[config.mk]
export PLATFORM = sky130hd
export DESIGN_NAME = spims_core
export DESIGN_NICKNAME = d
export VERILOG_FILES = /design/src/logic/spims_pkg.sv /design/src/logic/spims_core.sv /design/src/logic/spims_tick_gen.sv
export SDC_FILE = /design/constraint.sdc
export NUM_CORES = 1
export LEC_CHECK = 0
export BUFFER_PORTS_ARGS = -buffer_cell sky130_fd_sc_hd__buf_2
export CAP_MARGIN = 20
export CELL_PAD_IN_SITES_DETAIL_PLACEMENT = 0
export CELL_PAD_IN_SITES_GLOBAL_PLACEMENT = 2
export CORE_ASPECT_RATIO = 1.1
export CORE_MARGIN = 2
export CORE_UTILIZATION = 30
export DETAILED_ROUTE_END_ITERATION = 10
export HOLD_SLACK_MARGIN = 0.1
export PLACE_DENSITY_LB_ADDON = 0.1
export SLEW_MARGIN = 20
export SYNTH_ARGS = -nofsm -noshare
export SYNTH_HDL_FRONTEND = slang
export SYNTH_SLANG_ARGS = --single-unit
[constraint.sdc]
create_clock -name pclk -period 3 [get_ports pclk]
set_clock_uncertainty 0.1 [all_clocks]
set_input_delay 0.9 -clock pclk [delete_from_list [all_inputs] [get_ports pclk]]
set_output_delay 0.9 -clock pclk [all_outputs]
set_load 0.03 [all_outputs]
[src/logic/spims_pkg.sv]
// Purpose: Shared constants and types of the serial controller.
// Assumes: Registers sit on a 32-bit APB, one aligned word each.
// Notes: Byte address of a register is four times its index.
package spims_pkg;
  // Register indices; the byte address is the index times four.
  localparam logic [5:0] IDX_CFG = 6'h00;
  localparam logic [5:0] IDX_CLK = 6'h01;
  localparam logic [5:0] IDX_STAT = 6'h02;
  localparam logic [5:0] IDX_DATA = 6'h03;
  localparam logic [5:0] IDX_FS = 6'h04;
  // Main configuration fields.
  localparam int CF_DDR = 15;
  localparam int CF_BUS_HI = 14;
  localparam int CF_BUS_LO = 13;
  localparam int CF_EARLY = 12;
  localparam int CF_SRST = 11;
  localparam int CF_RXFMODE = 10;
  localparam int CF_RXFEN = 9;
  localparam int CF_TXFEN = 8;
  localparam int CF_CSM_HI = 7;
  localparam int CF_CSM_LO = 6;
  localparam int CF_MASTER = 5;
  localparam int CF_LEN_HI = 4;
  localparam int CF_LEN_LO = 1;
  localparam int CF_FSIDLE = 0;
  // Clock configuration fields.
  localparam int CC_DIV_HI = 9;
  localparam int CC_DIV_LO = 2;
  localparam int CC_POL = 1;
  localparam int CC_PHA = 0;
  // Status bits.
  localparam int ST_BRK = 5;
  localparam int ST_ORUN = 4;
  localparam int ST_URUN = 0;
  // Reset values.
  localparam logic [15:0] CFG_RST = 16'h0000;
  localparam logic [9:0] CC_RST = 10'h000;
  localparam logic [15:0] FS_RST = 16'h0000;
  localparam logic [5:0] SYNC_RST = 6'h10;
  // Field encodings.
  localparam logic [1:0] BUS_1 = 2'b00;
  localparam logic [1:0] BUS_2 = 2'b01;
  localparam logic [1:0] CSM_FALL = 2'b10;
  localparam logic [1:0] CSM_RISE = 2'b11;
  localparam int DIV_W = 8;
  typedef enum logic {ENG_IDLE, ENG_RUN} spims_eng_t;
endpackage

[src/logic/spims_core.sv]
// Purpose: Master/slave serial controller with 1/2/4-bit data lines.
// Assumes: APB master on pclk; pins are asynchronous to pclk.
// Notes: Slave pin inputs pass two flip-flops before use.
// What this block does
// - Direction bit 15 makes multi-bit lines outputs when 0, inputs when 1.
// - Bus width 00 one line, 01 two lines, 10 or 11 four lines.
// - Early bit 12 interrupts when data can be taken, else at the end.
// - Buffered receive mode interrupts on buffer full or select end.
// - Slave select mode 00 interrupted, 10 falling edge, 11 rising edge.
// - Bit 5 set selects master, clear selects slave.
// - Word length is the length field plus one.
// - Idle master drives frame sync at the idle level of bit 0.
// - Master clock is pclk over two times divider plus one.
// - Default edges sample on rise, change on fall; phase swaps them.
// - Phase clear presents first bit at select; set presents at edge one.
// - Slave break flag on select loss or new start mid word; sticky.
// - Overrun flag when a received word overwrites unread data; sticky.
// - Status shows receive pending, transmit pending, shifter running.
// - Slave underrun flag when a transfer starts without data; sticky.
// - Data writes only while transmit pending clear, or into the second buffer when bit 8 is set; master write starts.
// - Write sets pending unless the shifter is idle and takes it at once.
// - Slave shifts only on clocks the external master provides.
// - Data reads return the word in low bits, upper bits zero.
// - Frame sync value shifts out aligned with its data word; a slave with phase clear holds the idle level for the first bit.
// - Frame sync value is double buffered like the data.
// - Interrupt on break set, transmit pending clear or shifter stop.
//
// Chosen here: the placing of the registers and the APB interface to the registers.
`timescale 1ns/1ps
module spims_core
  import spims_pkg::*;
(
  // Clock and reset
  input wire logic pclk,
  input wire logic presetn,
  // APB slave
  input wire logic [7:0] paddr,
  input wire logic psel,
  input wire logic penable,
  input wire logic pwrite,
  input wire logic [31:0] pwdata,
  output logic [31:0] prdata,
  output logic pready,
  output logic pslverr,
  // Serial clock pin
  input wire logic sck_i,
  output logic sck_o,
  output logic sck_oe,
  // Chip select pin
  input wire logic cs_n_i,
  output logic cs_n_o,
  output logic cs_n_oe,
  // Data lines: 0 slave out, 1 master out, 2 and 3 extra lines
  input wire logic [3:0] dat_i,
  output logic [3:0] dat_o,
  output logic [3:0] dat_oe,
  // Frame sync and interrupt
  output logic frame_sync_out,
  output logic irq
);
  function automatic logic [2:0] lanes(input logic [1:0] bm);
    lanes = (bm == BUS_1) ? 3'd1 : (bm == BUS_2) ? 3'd2 : 3'd4;
  endfunction

  function automatic logic [4:0] steps(input logic [3:0] l,
                                       input logic [2:0] k);
    logic [4:0] n;
    n = {1'b0, l} + 5'd1;
    if (k == 3'd1)
      steps = n;
    else if (k == 3'd2)
      steps = {1'b0, n[4:1]} + {4'd0, n[0]};
    else
      steps = {2'b00, n[4:2]} + {4'd0, |n[1:0]};
  endfunction

  // Left-justify a word so its first bit sits at bit 15.
  function automatic logic [15:0] align(input logic [15:0] v,
                                        input logic [3:0] l);
    align = v << (4'd15 - l);
  endfunction

  function automatic logic [3:0] outb(input logic [15:0] s,
                                      input logic [2:0] k,
                                      input logic m);
    if (k == 3'd1)
      outb = m ? {2'b00, s[15], 1'b0} : {3'b000, s[15]};
    else if (k == 3'd2)
      outb = {2'b00, s[15:14]};
    else
      outb = s[15:12];
  endfunction

  logic [15:0] cfg_q, fs_last_q;
  logic [9:0] ccf_q;
  logic master, srst, cpol, cpha, ddr, rxfen, txfen;
  logic [1:0] csm;
  logic [3:0] len;
  logic [2:0] w;
  logic [4:0] nsteps;
  logic [15:0] lmask;
  assign master = cfg_q[CF_MASTER];
  assign srst = cfg_q[CF_SRST];
  assign ddr = cfg_q[CF_DDR];
  assign rxfen = cfg_q[CF_RXFEN];
  assign txfen = cfg_q[CF_TXFEN];
  assign csm = cfg_q[CF_CSM_HI:CF_CSM_LO];
  assign len = cfg_q[CF_LEN_HI:CF_LEN_LO];
  assign cpol = ccf_q[CC_POL];
  assign cpha = ccf_q[CC_PHA];
  assign w = lanes(cfg_q[CF_BUS_HI:CF_BUS_LO]);
  assign nsteps = steps(len, w);
  assign lmask = 16'hffff >> (4'd15 - len);

  // Pin synchronisers; the third stage only feeds edge detection.
  logic [5:0] sy1_q, sy2_q;
  logic sck_s3_q, cs_s3_q, sck_s, cs_s;
  logic [3:0] din;
  always_ff @(posedge pclk or negedge presetn)
  begin
    if (!presetn)
    begin
      sy1_q <= SYNC_RST;
      sy2_q <= SYNC_RST;
      sck_s3_q <= 1'b0;
      cs_s3_q <= 1'b1;
    end
    else
    begin
      sy1_q <= {sck_i, cs_n_i, dat_i};
      sy2_q <= sy1_q;
      sck_s3_q <= sy2_q[5];
      cs_s3_q <= sy2_q[4];
    end
  end
  assign sck_s = sy2_q[5];
  assign cs_s = sy2_q[4];
  assign din = sy2_q[3:0];

  // APB slave: zero wait states, error on unmapped or misaligned address.
  logic [5:0] idx;
  logic setup, acc, hit, wr, wr_cfg, wr_stat, wr_dat, rd_pop;
  logic [31:0] rd_mux;
  logic [7:0] stat;
  logic [15:0] rx_data_q;
  assign idx = paddr[7:2];
  assign setup = psel && !penable;
  assign acc = psel && penable && pready;
  assign hit = (paddr[1:0] == 2'b00) && (idx <= IDX_FS);
  assign wr = acc && pwrite && !pslverr;
  assign wr_cfg = wr && (idx == IDX_CFG);
  assign wr_stat = wr && (idx == IDX_STAT);
  assign wr_dat = wr && (idx == IDX_DATA);
  assign rd_pop = acc && !pwrite && !pslverr && (idx == IDX_DATA);

  always_comb
  begin
    rd_mux = 32'h0000_0000;
    case (idx)
      IDX_CFG: rd_mux[15:0] = cfg_q;
      IDX_CLK: rd_mux[9:0] = ccf_q;
      IDX_STAT: rd_mux[7:0] = stat;
      IDX_DATA: rd_mux[15:0] = rx_data_q;
      IDX_FS: rd_mux[15:0] = fs_last_q;
      default: rd_mux = 32'h0000_0000;
    endcase
  end

  always_ff @(posedge pclk or negedge presetn)
  begin
    if (!presetn)
    begin
      pready <= 1'b0;
      pslverr <= 1'b0;
      prdata <= 32'h0000_0000;
    end
    else
    begin
      pready <= setup;
      pslverr <= setup && !hit;
      if (setup)
        prdata <= hit ? rd_mux : 32'h0000_0000;
    end
  end

  always_ff @(posedge pclk or negedge presetn)
  begin
    if (!presetn)
    begin
      cfg_q <= CFG_RST;
      ccf_q <= CC_RST;
      fs_last_q <= FS_RST;
    end
    else
    begin
      if (wr_cfg)
        cfg_q <= pwdata[15:0];
      if (wr && idx == IDX_CLK)
        ccf_q <= pwdata[9:0];
      if (wr && idx == IDX_FS)
        fs_last_q <= pwdata[15:0];
    end
  end

  // Shift engine.
  spims_eng_t st_q;
  logic [15:0] txs_q, fss_q, rxs_q, rx_next, rx_word;
  logic [15:0] tx_hold_q, fs_hold_q, txf_q, fsf_q;
  logic [5:0] cnt_q;
  logic lead_q, loaded_q, tx_full_q, txff_q, tick;
  logic edge_ev, lead_ev, smp, chg, wend, take, midword;
  logic cs_fall, cs_rise, s_start, s_stop, brk_set, urun_set;
  logic running;

  spims_tick_gen #(.DW(DIV_W)) u_tick (
    .pclk(pclk),
    .presetn(presetn),
    .run(master && st_q == ENG_RUN),
    .div(ccf_q[CC_DIV_HI:CC_DIV_LO]),
    .tick(tick)
  );

  assign cs_fall = cs_s3_q && !cs_s;
  assign cs_rise = !cs_s3_q && cs_s;
  assign s_start = !master && ((csm == CSM_RISE) ? cs_rise : cs_fall);
  assign s_stop = !master && !csm[1] && cs_rise;
  assign midword = st_q == ENG_RUN && cnt_q != {1'b0, nsteps};
  assign brk_set = midword && (s_stop || (s_start && csm[1]));
  assign urun_set = s_start && !loaded_q;
  assign edge_ev = master ? (tick && st_q == ENG_RUN)
                 : (st_q == ENG_RUN && sck_s != sck_s3_q);
  assign lead_ev = master ? lead_q : (sck_s ^ cpol);
  assign smp = edge_ev && (lead_ev ^ cpha);
  assign chg = edge_ev && !(lead_ev ^ cpha);
  assign wend = edge_ev && cnt_q == 6'd1 && (master || smp);
  assign take = tx_full_q && (wend || (st_q == ENG_IDLE && !loaded_q));
  assign running = loaded_q || st_q == ENG_RUN;

  always_comb
  begin
    if (w == 3'd1)
      rx_next = {rxs_q[14:0], master ? din[0] : din[1]};
    else if (w == 3'd2)
      rx_next = {rxs_q[13:0], din[1:0]};
    else
      rx_next = {rxs_q[11:0], din};
  end
  assign rx_word = (smp ? rx_next : rxs_q) & lmask;

  always_ff @(posedge pclk or negedge presetn)
  begin
    if (!presetn)
    begin
      st_q <= ENG_IDLE;
      txs_q <= 16'h0000;
      fss_q <= 16'h0000;
      rxs_q <= 16'h0000;
      tx_hold_q <= 16'h0000;
      fs_hold_q <= 16'h0000;
      txf_q <= 16'h0000;
      fsf_q <= 16'h0000;
      cnt_q <= 6'd0;
      lead_q <= 1'b0;
      loaded_q <= 1'b0;
      tx_full_q <= 1'b0;
      txff_q <= 1'b0;
      sck_o <= 1'b0;
      cs_n_o <= 1'b1;
      dat_o <= 4'h0;
      frame_sync_out <= 1'b0;
    end
    else if (srst)
    begin
      st_q <= ENG_IDLE;
      cnt_q <= 6'd0;
      loaded_q <= 1'b0;
      tx_full_q <= 1'b0;
      txff_q <= 1'b0;
      sck_o <= cpol;
      cs_n_o <= 1'b1;
      frame_sync_out <= cfg_q[CF_FSIDLE];
    end
    else
    begin
      if (st_q == ENG_IDLE)
      begin
        sck_o <= cpol;
        cs_n_o <= 1'b1;
        frame_sync_out <= cfg_q[CF_FSIDLE];
      end
      if (master && edge_ev)
      begin
        sck_o <= !sck_o;
        lead_q <= !lead_q;
      end
      if (master ? edge_ev : smp)
        cnt_q <= cnt_q - 6'd1;
      if (smp)
        rxs_q <= rx_next;
      if (chg)
      begin
        dat_o <= outb(txs_q, w, master);
        txs_q <= txs_q << w;
        frame_sync_out <= fss_q[15];
        fss_q <= fss_q << 1;
      end
      if (take)
      begin
        txs_q <= tx_hold_q;
        fss_q <= fs_hold_q;
        loaded_q <= 1'b1;
        tx_hold_q <= txf_q;
        fs_hold_q <= fsf_q;
        tx_full_q <= txff_q;
        txff_q <= 1'b0;
      end
      else if (wend)
        loaded_q <= 1'b0;
      if (wend)
      begin
        cnt_q <= master ? {nsteps, 1'b0} : {1'b0, nsteps};
        lead_q <= 1'b1;
        if (!cpha)
        begin
          dat_o <= outb(tx_hold_q, w, master);
          txs_q <= tx_hold_q << w;
          frame_sync_out <= master ? fs_hold_q[15] : frame_sync_out;
          fss_q <= fs_hold_q << 1;
        end
        if (master ? !tx_full_q : csm[1])
        begin
          st_q <= ENG_IDLE;
          cs_n_o <= master ? 1'b1 : cs_n_o;
        end
      end
      if (master && st_q == ENG_IDLE && loaded_q)
      begin
        st_q <= ENG_RUN;
        cs_n_o <= 1'b0;
        cnt_q <= {nsteps, 1'b0};
        lead_q <= 1'b1;
        rxs_q <= 16'h0000;
      end
      if (s_start)
      begin
        st_q <= ENG_RUN;
        cnt_q <= {1'b0, nsteps};
      end
      if ((master && st_q == ENG_IDLE && loaded_q) || s_start)
      begin
        if (!cpha)
        begin
          dat_o <= outb(txs_q, w, master);
          txs_q <= txs_q << w;
          frame_sync_out <= master ? fss_q[15] : frame_sync_out;
          fss_q <= fss_q << 1;
        end
      end
      if (s_stop)
        st_q <= ENG_IDLE;
      if (wr_dat)
      begin
        if (!loaded_q && st_q == ENG_IDLE && !tx_full_q)
        begin
          txs_q <= align(pwdata[15:0], len);
          fss_q <= align(fs_last_q, len);
          loaded_q <= 1'b1;
        end
        else if (!tx_full_q || (take && !txff_q))
        begin
          tx_hold_q <= align(pwdata[15:0], len);
          fs_hold_q <= align(fs_last_q, len);
          tx_full_q <= 1'b1;
        end
        else if (txfen && (!txff_q || take))
        begin
          txf_q <= align(pwdata[15:0], len);
          fsf_q <= align(fs_last_q, len);
          txff_q <= 1'b1;
        end
      end
    end
  end

  // Multi-bit lines are driven only in transmit direction.
  always_ff @(posedge pclk or negedge presetn)
  begin
    if (!presetn)
    begin
      sck_oe <= 1'b0;
      cs_n_oe <= 1'b0;
      dat_oe <= 4'h0;
    end
    else
    begin
      sck_oe <= master;
      cs_n_oe <= master;
      if (w == 3'd1)
        dat_oe <= master ? 4'b0010 : {3'b000, st_q == ENG_RUN};
      else if (ddr || (!master && st_q != ENG_RUN))
        dat_oe <= 4'h0;
      else
        dat_oe <= (w == 3'd2) ? 4'b0011 : 4'b1111;
    end
  end

  // Receive side and status flags.
  logic [15:0] rxf_q, rxd_d, rxf_d;
  logic rx_full_q, rxff_q, rxfull_d, rxff_d, orun_set;
  logic brk_q, orun_q, urun_q, tx_full_p_q, run_p_q, rx_irq;
  always_comb
  begin
    rxd_d = rx_data_q;
    rxf_d = rxf_q;
    rxfull_d = rx_full_q;
    rxff_d = rxff_q;
    orun_set = 1'b0;
    if (rd_pop && rx_full_q)
    begin
      rxd_d = rxf_q;
      rxfull_d = rxff_q;
      rxff_d = 1'b0;
    end
    if (wend)
    begin
      if (!rxfull_d)
      begin
        rxd_d = rx_word;
        rxfull_d = 1'b1;
      end
      else if (rxfen && !rxff_d)
      begin
        rxf_d = rx_word;
        rxff_d = 1'b1;
      end
      else
      begin
        orun_set = 1'b1;
        if (rxff_d)
          rxf_d = rx_word;
        else
          rxd_d = rx_word;
      end
    end
  end
  assign rx_irq = cfg_q[CF_RXFMODE]
    ? ((rxff_d && !rxff_q) || (s_stop && rx_full_q)) : wend;
  assign stat = {rxff_q, txff_q, brk_q, orun_q, rx_full_q, tx_full_q,
                 running, urun_q};

  always_ff @(posedge pclk or negedge presetn)
  begin
    if (!presetn)
    begin
      rx_data_q <= 16'h0000;
      rxf_q <= 16'h0000;
      rx_full_q <= 1'b0;
      rxff_q <= 1'b0;
      brk_q <= 1'b0;
      orun_q <= 1'b0;
      urun_q <= 1'b0;
      tx_full_p_q <= 1'b0;
      run_p_q <= 1'b0;
      irq <= 1'b0;
    end
    else if (srst)
    begin
      rx_full_q <= 1'b0;
      rxff_q <= 1'b0;
      brk_q <= 1'b0;
      orun_q <= 1'b0;
      urun_q <= 1'b0;
      tx_full_p_q <= 1'b0;
      run_p_q <= 1'b0;
      irq <= 1'b0;
    end
    else
    begin
      rx_data_q <= rxd_d;
      rxf_q <= rxf_d;
      rx_full_q <= rxfull_d;
      rxff_q <= rxff_d;
      brk_q <= brk_set || (brk_q && !(wr_stat && pwdata[ST_BRK]));
      orun_q <= orun_set
             || (orun_q && !(wr_stat && pwdata[ST_ORUN]));
      urun_q <= urun_set
             || (urun_q && !(wr_stat && pwdata[ST_URUN]));
      tx_full_p_q <= tx_full_q;
      run_p_q <= running;
      irq <= (brk_set && !brk_q) || rx_irq
          || (run_p_q && !running)
          || (cfg_q[CF_EARLY] && tx_full_p_q && !tx_full_q);
    end
  end
endmodule

[src/logic/spims_tick_gen.sv]
// Purpose: Half-period strobe for the generated serial clock.
// Assumes: div is steady while run is high.
// Notes: One strobe every div+1 cycles, so the clock is pclk/(2(div+1)).
`timescale 1ns/1ps
module spims_tick_gen
  import spims_pkg::*;
#(
  parameter int DW = DIV_W
)
(
  // Clock and reset
  input wire logic pclk,
  input wire logic presetn,
  // Control
  input wire logic run,
  input wire logic [DW-1:0] div,
  // Strobe
  output logic tick
);
  logic [DW-1:0] cnt_q;
  logic [DW-1:0] gap_q;
  logic seen_q;

  always_ff @(posedge pclk or negedge presetn)
  begin
    if (!presetn)
    begin
      cnt_q <= '0;
      tick <= 1'b0;
    end
    else if (!run)
    begin
      cnt_q <= '0;
      tick <= 1'b0;
    end
    else if (cnt_q == div)
    begin
      cnt_q <= '0;
      tick <= 1'b1;
    end
    else
    begin
      cnt_q <= cnt_q + 1'b1;
      tick <= 1'b0;
    end
  end

  // Cycles since the last strobe, read only by the check below.
  always_ff @(posedge pclk or negedge presetn)
  begin
    if (!presetn)
    begin
      gap_q <= '0;
      seen_q <= 1'b0;
    end
    else
    begin
      gap_q <= (tick || !run) ? '0 : gap_q + 1'b1;
      seen_q <= run && (seen_q || tick);
    end
  end
endmodule

==> impl_metrics.json, run 1 <==
{
  "clock_latency_ns": 0.55,
  "synth-async-reset-ratio": 1.000,
  "worst_setup_path_startpoint": "sy2_q[5]$_DFF_PN0_",
  "wirelength_mm": 66.08,
  "timing_hold_violations_final": 0,
  "grt_pass1_wl_mm": 98.69,
  "synth-seq-area-share": 0.3980,
  "cap_viol_max_count": 0,
  "grt_max_degree": 56,
  "vdd_ir_drop_max_mv": 0.3760,
  "max_slew.worst_pin.slew_ns": 0.9554,
  "grt_antenna_before_repair": 0,
  "finalSetupViolCount": 0,
  "synth_enable_flop_cells": 0,
  "multiInputGateArea_um2": 8871,
  "synth_cells": 1721,
  "power.density_nw_per_um2": 487.1,
  "post-cts-setup-buffer-count": 0,
  "timing.max_slew.rel_slack": 0.3607,
  "avgRoutedWirePerCell_um": 25.96,
  "post-synth-top-count-cell": "dfrtp_1",
  "final_min_period_over_clock_period": 0.9404,
  "globalRouteTotalUtil": 0.2393,
  "yosysWarnings": 0,
  "run_status": "complete, no violations",
  "timing.hold.ws_ns": 0.1919,
  "port_buffers": 66,
  "drc": 0,
  "placed_cells": 2486,
  "mappedNetlistArea_um2": 16170,
  "boundaryPins": 99,
  "grt_setup_unrepaired": "no",
  "postSynth.topFlopCell": "dfrtp_1",
  "postCtsResizedCells": 0,
  "number_of_diodes_added_for_antenna_fixing": 0,
  "startpoint_type": "flip-flop",
  "tns_ns": 0,
  "clkTransAtPathRegs_ns": 0.06,
  "hpwl_mm": 47.33,
  "reg2reg_slack_ns": 0.18,
  "timing.critical_path.max_delay_family": "compound AO/OA/AOI/OAI gates",
  "slew_viol_final": 0,
  "clock-root-buffer": "clkbuf_16",
  "worstPathRequired_ns": 3.34,
  "vias_cell": 5.575,
  "finalPower_mw": 9.404,
  "crit_chain": "xor2_1 -> o211a_1 -> buf_4 -> nand2_1 -> buf_4 -> nand2_1 -> a211o_1 -> a221oi_1",
  "grt_pass1_vias": 14290,
  "netlist.area_leader.share": 0.3915,
  "pre_cts_slack_ns": -0.2820,
  "cts.sinks": 257,
  "worstPathMaxFanout": 9,
  "design.core.area_um2": 53450,
  "layout.cell_area.non_filler_um2": 19310,
  "synth_area_leaders": "dfrtp_1 39%, mux2i_1 5.5%, mux2_2 5.2%",
  "drt_pass1_iterations": 5,
  "finish.cell_count_without_fillers": 2546,
  "placementRows": 89,
  "cts.hold.buffers_added": 0,
  "highest_clock_frequency_the_design_can_meet_ghz": 0.3544,
  "synth_top_area_cell": "dfrtp_1",
  "crit_arrival_ns": 3.16,
  "cp-end-kind": "flip-flop",
  "hold_path_class": "input pin to asynchronous set/reset pin",
  "synth-seq-cells": 257,
  "vias": 14190,
  "share_of_final_layout_standard_cells_stronger_than_drive_strength_1": 0.2398,
  "fill_cells": 5428,
  "area.growth.synth_to_final_pct": 19.40,
  "cts_tree": "done",
  "final_net_count": 1904,
  "timing_worst_setup_path_type": "flip-flop to flip-flop",
  "cts_made_buffers": 34,
  "cts.path.max_buffers": 3,
  "ant_nets": 0,
  "avg_cell_area_syn_um2": 9.395,
  "ff2ff_path_depth": 8,
  "grt.overflow.total": 0,
  "critPathMaxStageDelay_ns": 0.45,
  "power.static_leakage_nw": 8.420,
  "min_period_ns": 2.821,
  "layout.area.seq_um2": 6444,
  "synth_commonest_cells": "253 x dfrtp_1, 174 x nand2_1, 152 x nor2_1",
  "reg2reg_from": "sy2_q[5]$_DFF_PN0_",
  "layout_setup_ws_ns": 0.1787,
  "violation_count_after_the_first_detailed_routing_iteration": 1134,
  "critical-path-slowest-cell": "dfrtp_1",
  "endpoint": "fss_q[11]$_DFFE_PN0N_",
  "initial_core_util": 0.3025,
  "gp_congestion": 0.8652,
  "floorplan.die.width_um": 225.4,
  "placed_cell_area_um2": 18080,
  "cts-htree-levels": 2,
  "critical_path_cell_count": 8,
  "worstPathBufferInverterCount": 2,
  "fp.dieArea_um2": 55770,
  "regToRegEndpoint": "fss_q[11]$_DFFE_PN0N_",
  "die_span_in_y_um": 247.5,
  "final_core_utilization": 0.3612,
  "synthDistinctLibCells": 96
}
[worst register-to-register path, stage by stage, from the launching register on]
cell	delay [ns]
dfrtp_1	0.45
xor2_1	0.19
o211a_1	0.44
buf_4	0.25
nand2_1	0.11
buf_4	0.21
nand2_1	0.34
a211o_1	0.35
a221oi_1	0.26
[layer usage]
layer  part of all wire  vias to the layer above  global-route usage
li1                   -                     6583                   -
met1               0.45                     7162              0.3205
met2               0.48                      359              0.4026
met3              0.036                       89             0.02273
met4              0.032                        0             0.08609
met5                  0                        -                   0
[sequential cells by signal (all words and copies together), names as in the netlist, 8 cells and up]
register      cells
txs_q            16
fs_last_q        16
ccf_q            10
rxf_q            16
fs_hold_q        16
cfg_q            16
u_tick.cnt_q      8
rxs_q            16
fss_q            16
txf_q            16
tx_hold_q        16
fsf_q            16
prdata           16
rx_data_q        16
[cell families after synthesis]
kind of cell	synth area share
xor gates and xnor gates	0.01919
and+or+nand+nor	0.1442
DFF	0.3980
other	0.0002319
buffers and inverters	0.06013
AOI/OAI and AO/OA	0.2232
adders and majority gates	0.01068
muxes	0.1442
[worst min-delay path by stage]
stage                       startpoint               endpoint  slack, ns
global placement    sy1_q[5]$_DFF_PN0_     sy2_q[5]$_DFF_PN0_       0.23
finish                         presetn     sck_s3_q$_DFF_PN0_       0.19
global route                   presetn   cnt_q[4]$_DFFE_PN0P_       0.23
floorplan           sy1_q[0]$_DFF_PN0_     sy2_q[0]$_DFF_PN0_       0.23
CTS                            presetn  txs_q[11]$_DFFE_PN0N_       0.22
detailed placement  sy1_q[3]$_DFF_PN0_     sy2_q[3]$_DFF_PN0_       0.23
[cell usage in the layout, fill, tap and decap left out, drive strengths merged, types with 36 or more instances in the layout]
cell / n
dfrtp: 253
buf: 218
nand2: 176
nor2: 155
o21ai: 135
mux2i: 89
a21oi: 83
mux2: 74
inv: 71
a221oi: 53
clkbuf: 51
nand3: 39
o31ai: 36
[layout make-up]
cell class,instances,area share
multi-input combinational,1259,0.4595
sequential,257,0.3338
timing repair buffer,218,0.08710
clock buffer,51,0.05204
tap,682,0.04420
inverter,70,0.01361
clock inverter,9,0.009786
[power breakdown]
group	internal, mW	total, mW	switching, mW	leakage, nW
sequential	3.63	3.87	0.234	3.17
clock	2.75	4.44	1.69	0.584
combinational	0.472	1.10	0.626	4.66
Note: power is estimated with default switching activity, not from simulation.
==> run 2: changes to the inputs <==
==> constraint.sdc (replaced) <==
create_clock -name pclk -period 3 [get_ports pclk]
set_clock_uncertainty 0.1 [all_clocks]
set_input_delay 0.6 -clock pclk [delete_from_list [all_inputs] [get_ports pclk]]
set_output_delay 0.6 -clock pclk [all_outputs]
set_load 0.03 [all_outputs]
==> impl_metrics.json, run 2 (same netlist as run 1, synthesis figures left out) <==
{
  "run_status": "complete, no violations",
  "avgRoutedWirePerCell_um": 25.90,
  "highest_clock_frequency_the_design_can_meet_ghz": 0.3485,
  "whs_path_cells": 0,
  "placed_cell_area_um2": 17940,
  "timing_worst_setup_path_type": "flip-flop to flip-flop",
  "grt_max_degree": 63,
  "ant_nets": 0,
  "hold_path_class": "flip-flop to flip-flop",
  "finalSetupViolCount": 0,
  "final_common_cell": "dfrtp_1",
  "timing.hold.worst.start": "sy1_q[1]$_DFF_PN0_",
  "regToRegEndpoint": "irq$_DFF_PN0_",
  "hpwl_mm": 47.42,
  "clock-root-buffer": "clkbuf_16",
  "timing_hold_violations_final": 0,
  "grt_setup_unrepaired": "no",
  "final_min_period_over_clock_period": 0.9565,
  "floorplan.die.width_um": 225.4,
  "cts.sinks": 257,
  "reg2reg_from": "cfg_q[1]$_DFFE_PN0P_",
  "gp_congestion": 0.8511,
  "slew_viol_final": 0,
  "power.static_leakage_nw": 8.393,
  "crit_arrival_ns": 3.19,
  "cap_viol_max_count": 0,
  "area.growth.synth_to_final_pct": 19.38,
  "timing.max_slew.rel_slack": 0.3953,
  "min_period_ns": 2.870,
  "cts-htree-levels": 2,
  "vias_cell": 5.621,
  "startpoint_type": "flip-flop",
  "die_span_in_y_um": 247.5,
  "grt.overflow.total": 0,
  "wirelength_mm": 65.78,
  "drt_pass1_iterations": 6,
  "cts_made_buffers": 36,
  "design.core.area_um2": 53450,
  "cts_tree": "done",
  "reg2reg_slack_ns": 0.13,
  "violation_count_after_the_first_detailed_routing_iteration": 1217,
  "worstPathMaxFanout": 4,
  "boundaryPins": 99,
  "grt_pass1_vias": 14350,
  "finalPower_mw": 9.610,
  "grt_antenna_before_repair": 0,
  "ff2ff_path_depth": 11,
  "globalRouteTotalUtil": 0.2386,
  "clkTransAtPathRegs_ns": 0.06,
  "number_of_diodes_added_for_antenna_fixing": 0,
  "max_slew.worst_pin.slew_ns": 0.9037,
  "post-cts-setup-buffer-count": 0,
  "cp-end-kind": "flip-flop",
  "initial_core_util": 0.3025,
  "share_of_final_layout_standard_cells_stronger_than_drive_strength_1": 0.2363,
  "clock_latency_ns": 0.56,
  "port_buffers": 66,
  "vias": 14280,
  "hold-path-endpoint": "sy2_q[1]$_DFF_PN0_",
  "vdd_ir_drop_max_mv": 0.3940,
  "mostFrequentLayoutCells": "249 x dfrtp_1, 174 x nand2_1, 152 x nor2_1, 128 x o21ai_0, 118 x buf_4",
  "fp.dieArea_um2": 55770,
  "placementRows": 89,
  "final_net_count": 1895,
  "cts.path.max_buffers": 3,
  "grt_pass1_wl_mm": 98.37,
  "power.density_nw_per_um2": 497.8,
  "drc": 0,
  "worstPathRequired_ns": 3.32,
  "layout.cell_area.non_filler_um2": 19300
}
run 2: cell types whose count changed in the layout (fill, tap and decap cells not counted), sizes merged:
cell / previous run / this run
buf: 218 / 200
bufinv: 5 / 6
clkbuf: 51 / 41
clkinv: 3 / 14
clkinvlp: 0 / 2
dlygate4sd3: 0 / 7
inv: 71 / 72
run 2: worst max path at each step:
| stage | start | cells after the start | to | slack (ns) |
|---|---|---|---|---|
| final | cfg_q[1]$_DFFE_PN0P_ | 11 | irq$_DFF_PN0_ | 0.13 |
| after CTS | cfg_q[1]$_DFFE_PN0P_ | 11 | irq$_DFF_PN0_ | 0.04 |
| after floorplan | cfg_q[3]$_DFFE_PN0P_ | 11 | irq$_DFF_PN0_ | 0.006 |
| after detailed placement | paddr[5] | 8 | fss_q[1]$_DFFE_PN0N_ | -0.03 |
| after global placement | paddr[5] | 8 | fss_q[1]$_DFFE_PN0N_ | -0.04 |
| after global routing | cfg_q[1]$_DFFE_PN0P_ | 11 | irq$_DFF_PN0_ | 0.02 |
run 2: report_power, final:
| part | switching [mW] | leakage (nW) | internal [mW] |
|---|---|---|---|
| logic | 0.629 | 4.59 | 0.475 |
| clock network | 1.79 | 0.628 | 2.84 |
| registers | 0.240 | 3.17 | 3.63 |
| total | 2.66 | 8.39 | 6.95 |
run 2: repair_timing:
item	4_1_cts	5_1_grt
hold buffers	7	0
setup endpoints to repair	0	1
hold endpoints to repair	59	0
gates resized for setup	0	2
run 2: routing by layer:
layer | vias up | wire, um | global-route usage
met5 | - | 0 | 0
met4 | 0 | 1833 | 0.07733
met3 | 87 | 2899 | 0.03137
met2 | 398 | 31550 | 0.4015
met1 | 7233 | 29500 | 0.3175
li1 | 6559 | - | -
run 2: through the flow:
stage | std cells | hold WS (ns) | setup WS (ns) | TNS, ns | util
final | 2540 | 0.2487 | 0.1304 | 0 | 0.3611
after global routing | 2540 | 0.2413 | 0.02037 | 0 | 0.3611
after CTS | 2540 | 0.2171 | 0.04326 | 0 | 0.3608
after detailed placement | 2468 | 0.2363 | -0.03292 | -0.04364 | 0.3357
after global placement | 2468 | 0.2354 | -0.04361 | -0.08892 | 0.3357
after floorplan | 1736 | 0.2044 | 0.005958 | 0 | -
run 2: area by class of cell:
type	count	area, um^2
Clock buffer	41	959.7
Clock inverter	24	311.5
Timing Repair Buffer	207	1617
Fill cell	5500	34150
Tap cell	682	853.3
Multi-Input combinational cell	1259	8856
Inverter	70	262.8
Sequential cell	257	6444
run 2: critical path: stages (launching register included):
cell and delay (ns):
dfrtp_2 0.41, ha_1 0.22, inv_1 0.16, ha_4 0.25, ha_1 0.20, xnor2_1 0.14, xnor2_1 0.12, mux2i_1 0.23
mux2_2 0.38, o41ai_2 0.28, buf_4 0.16, o22ai_1 0.09
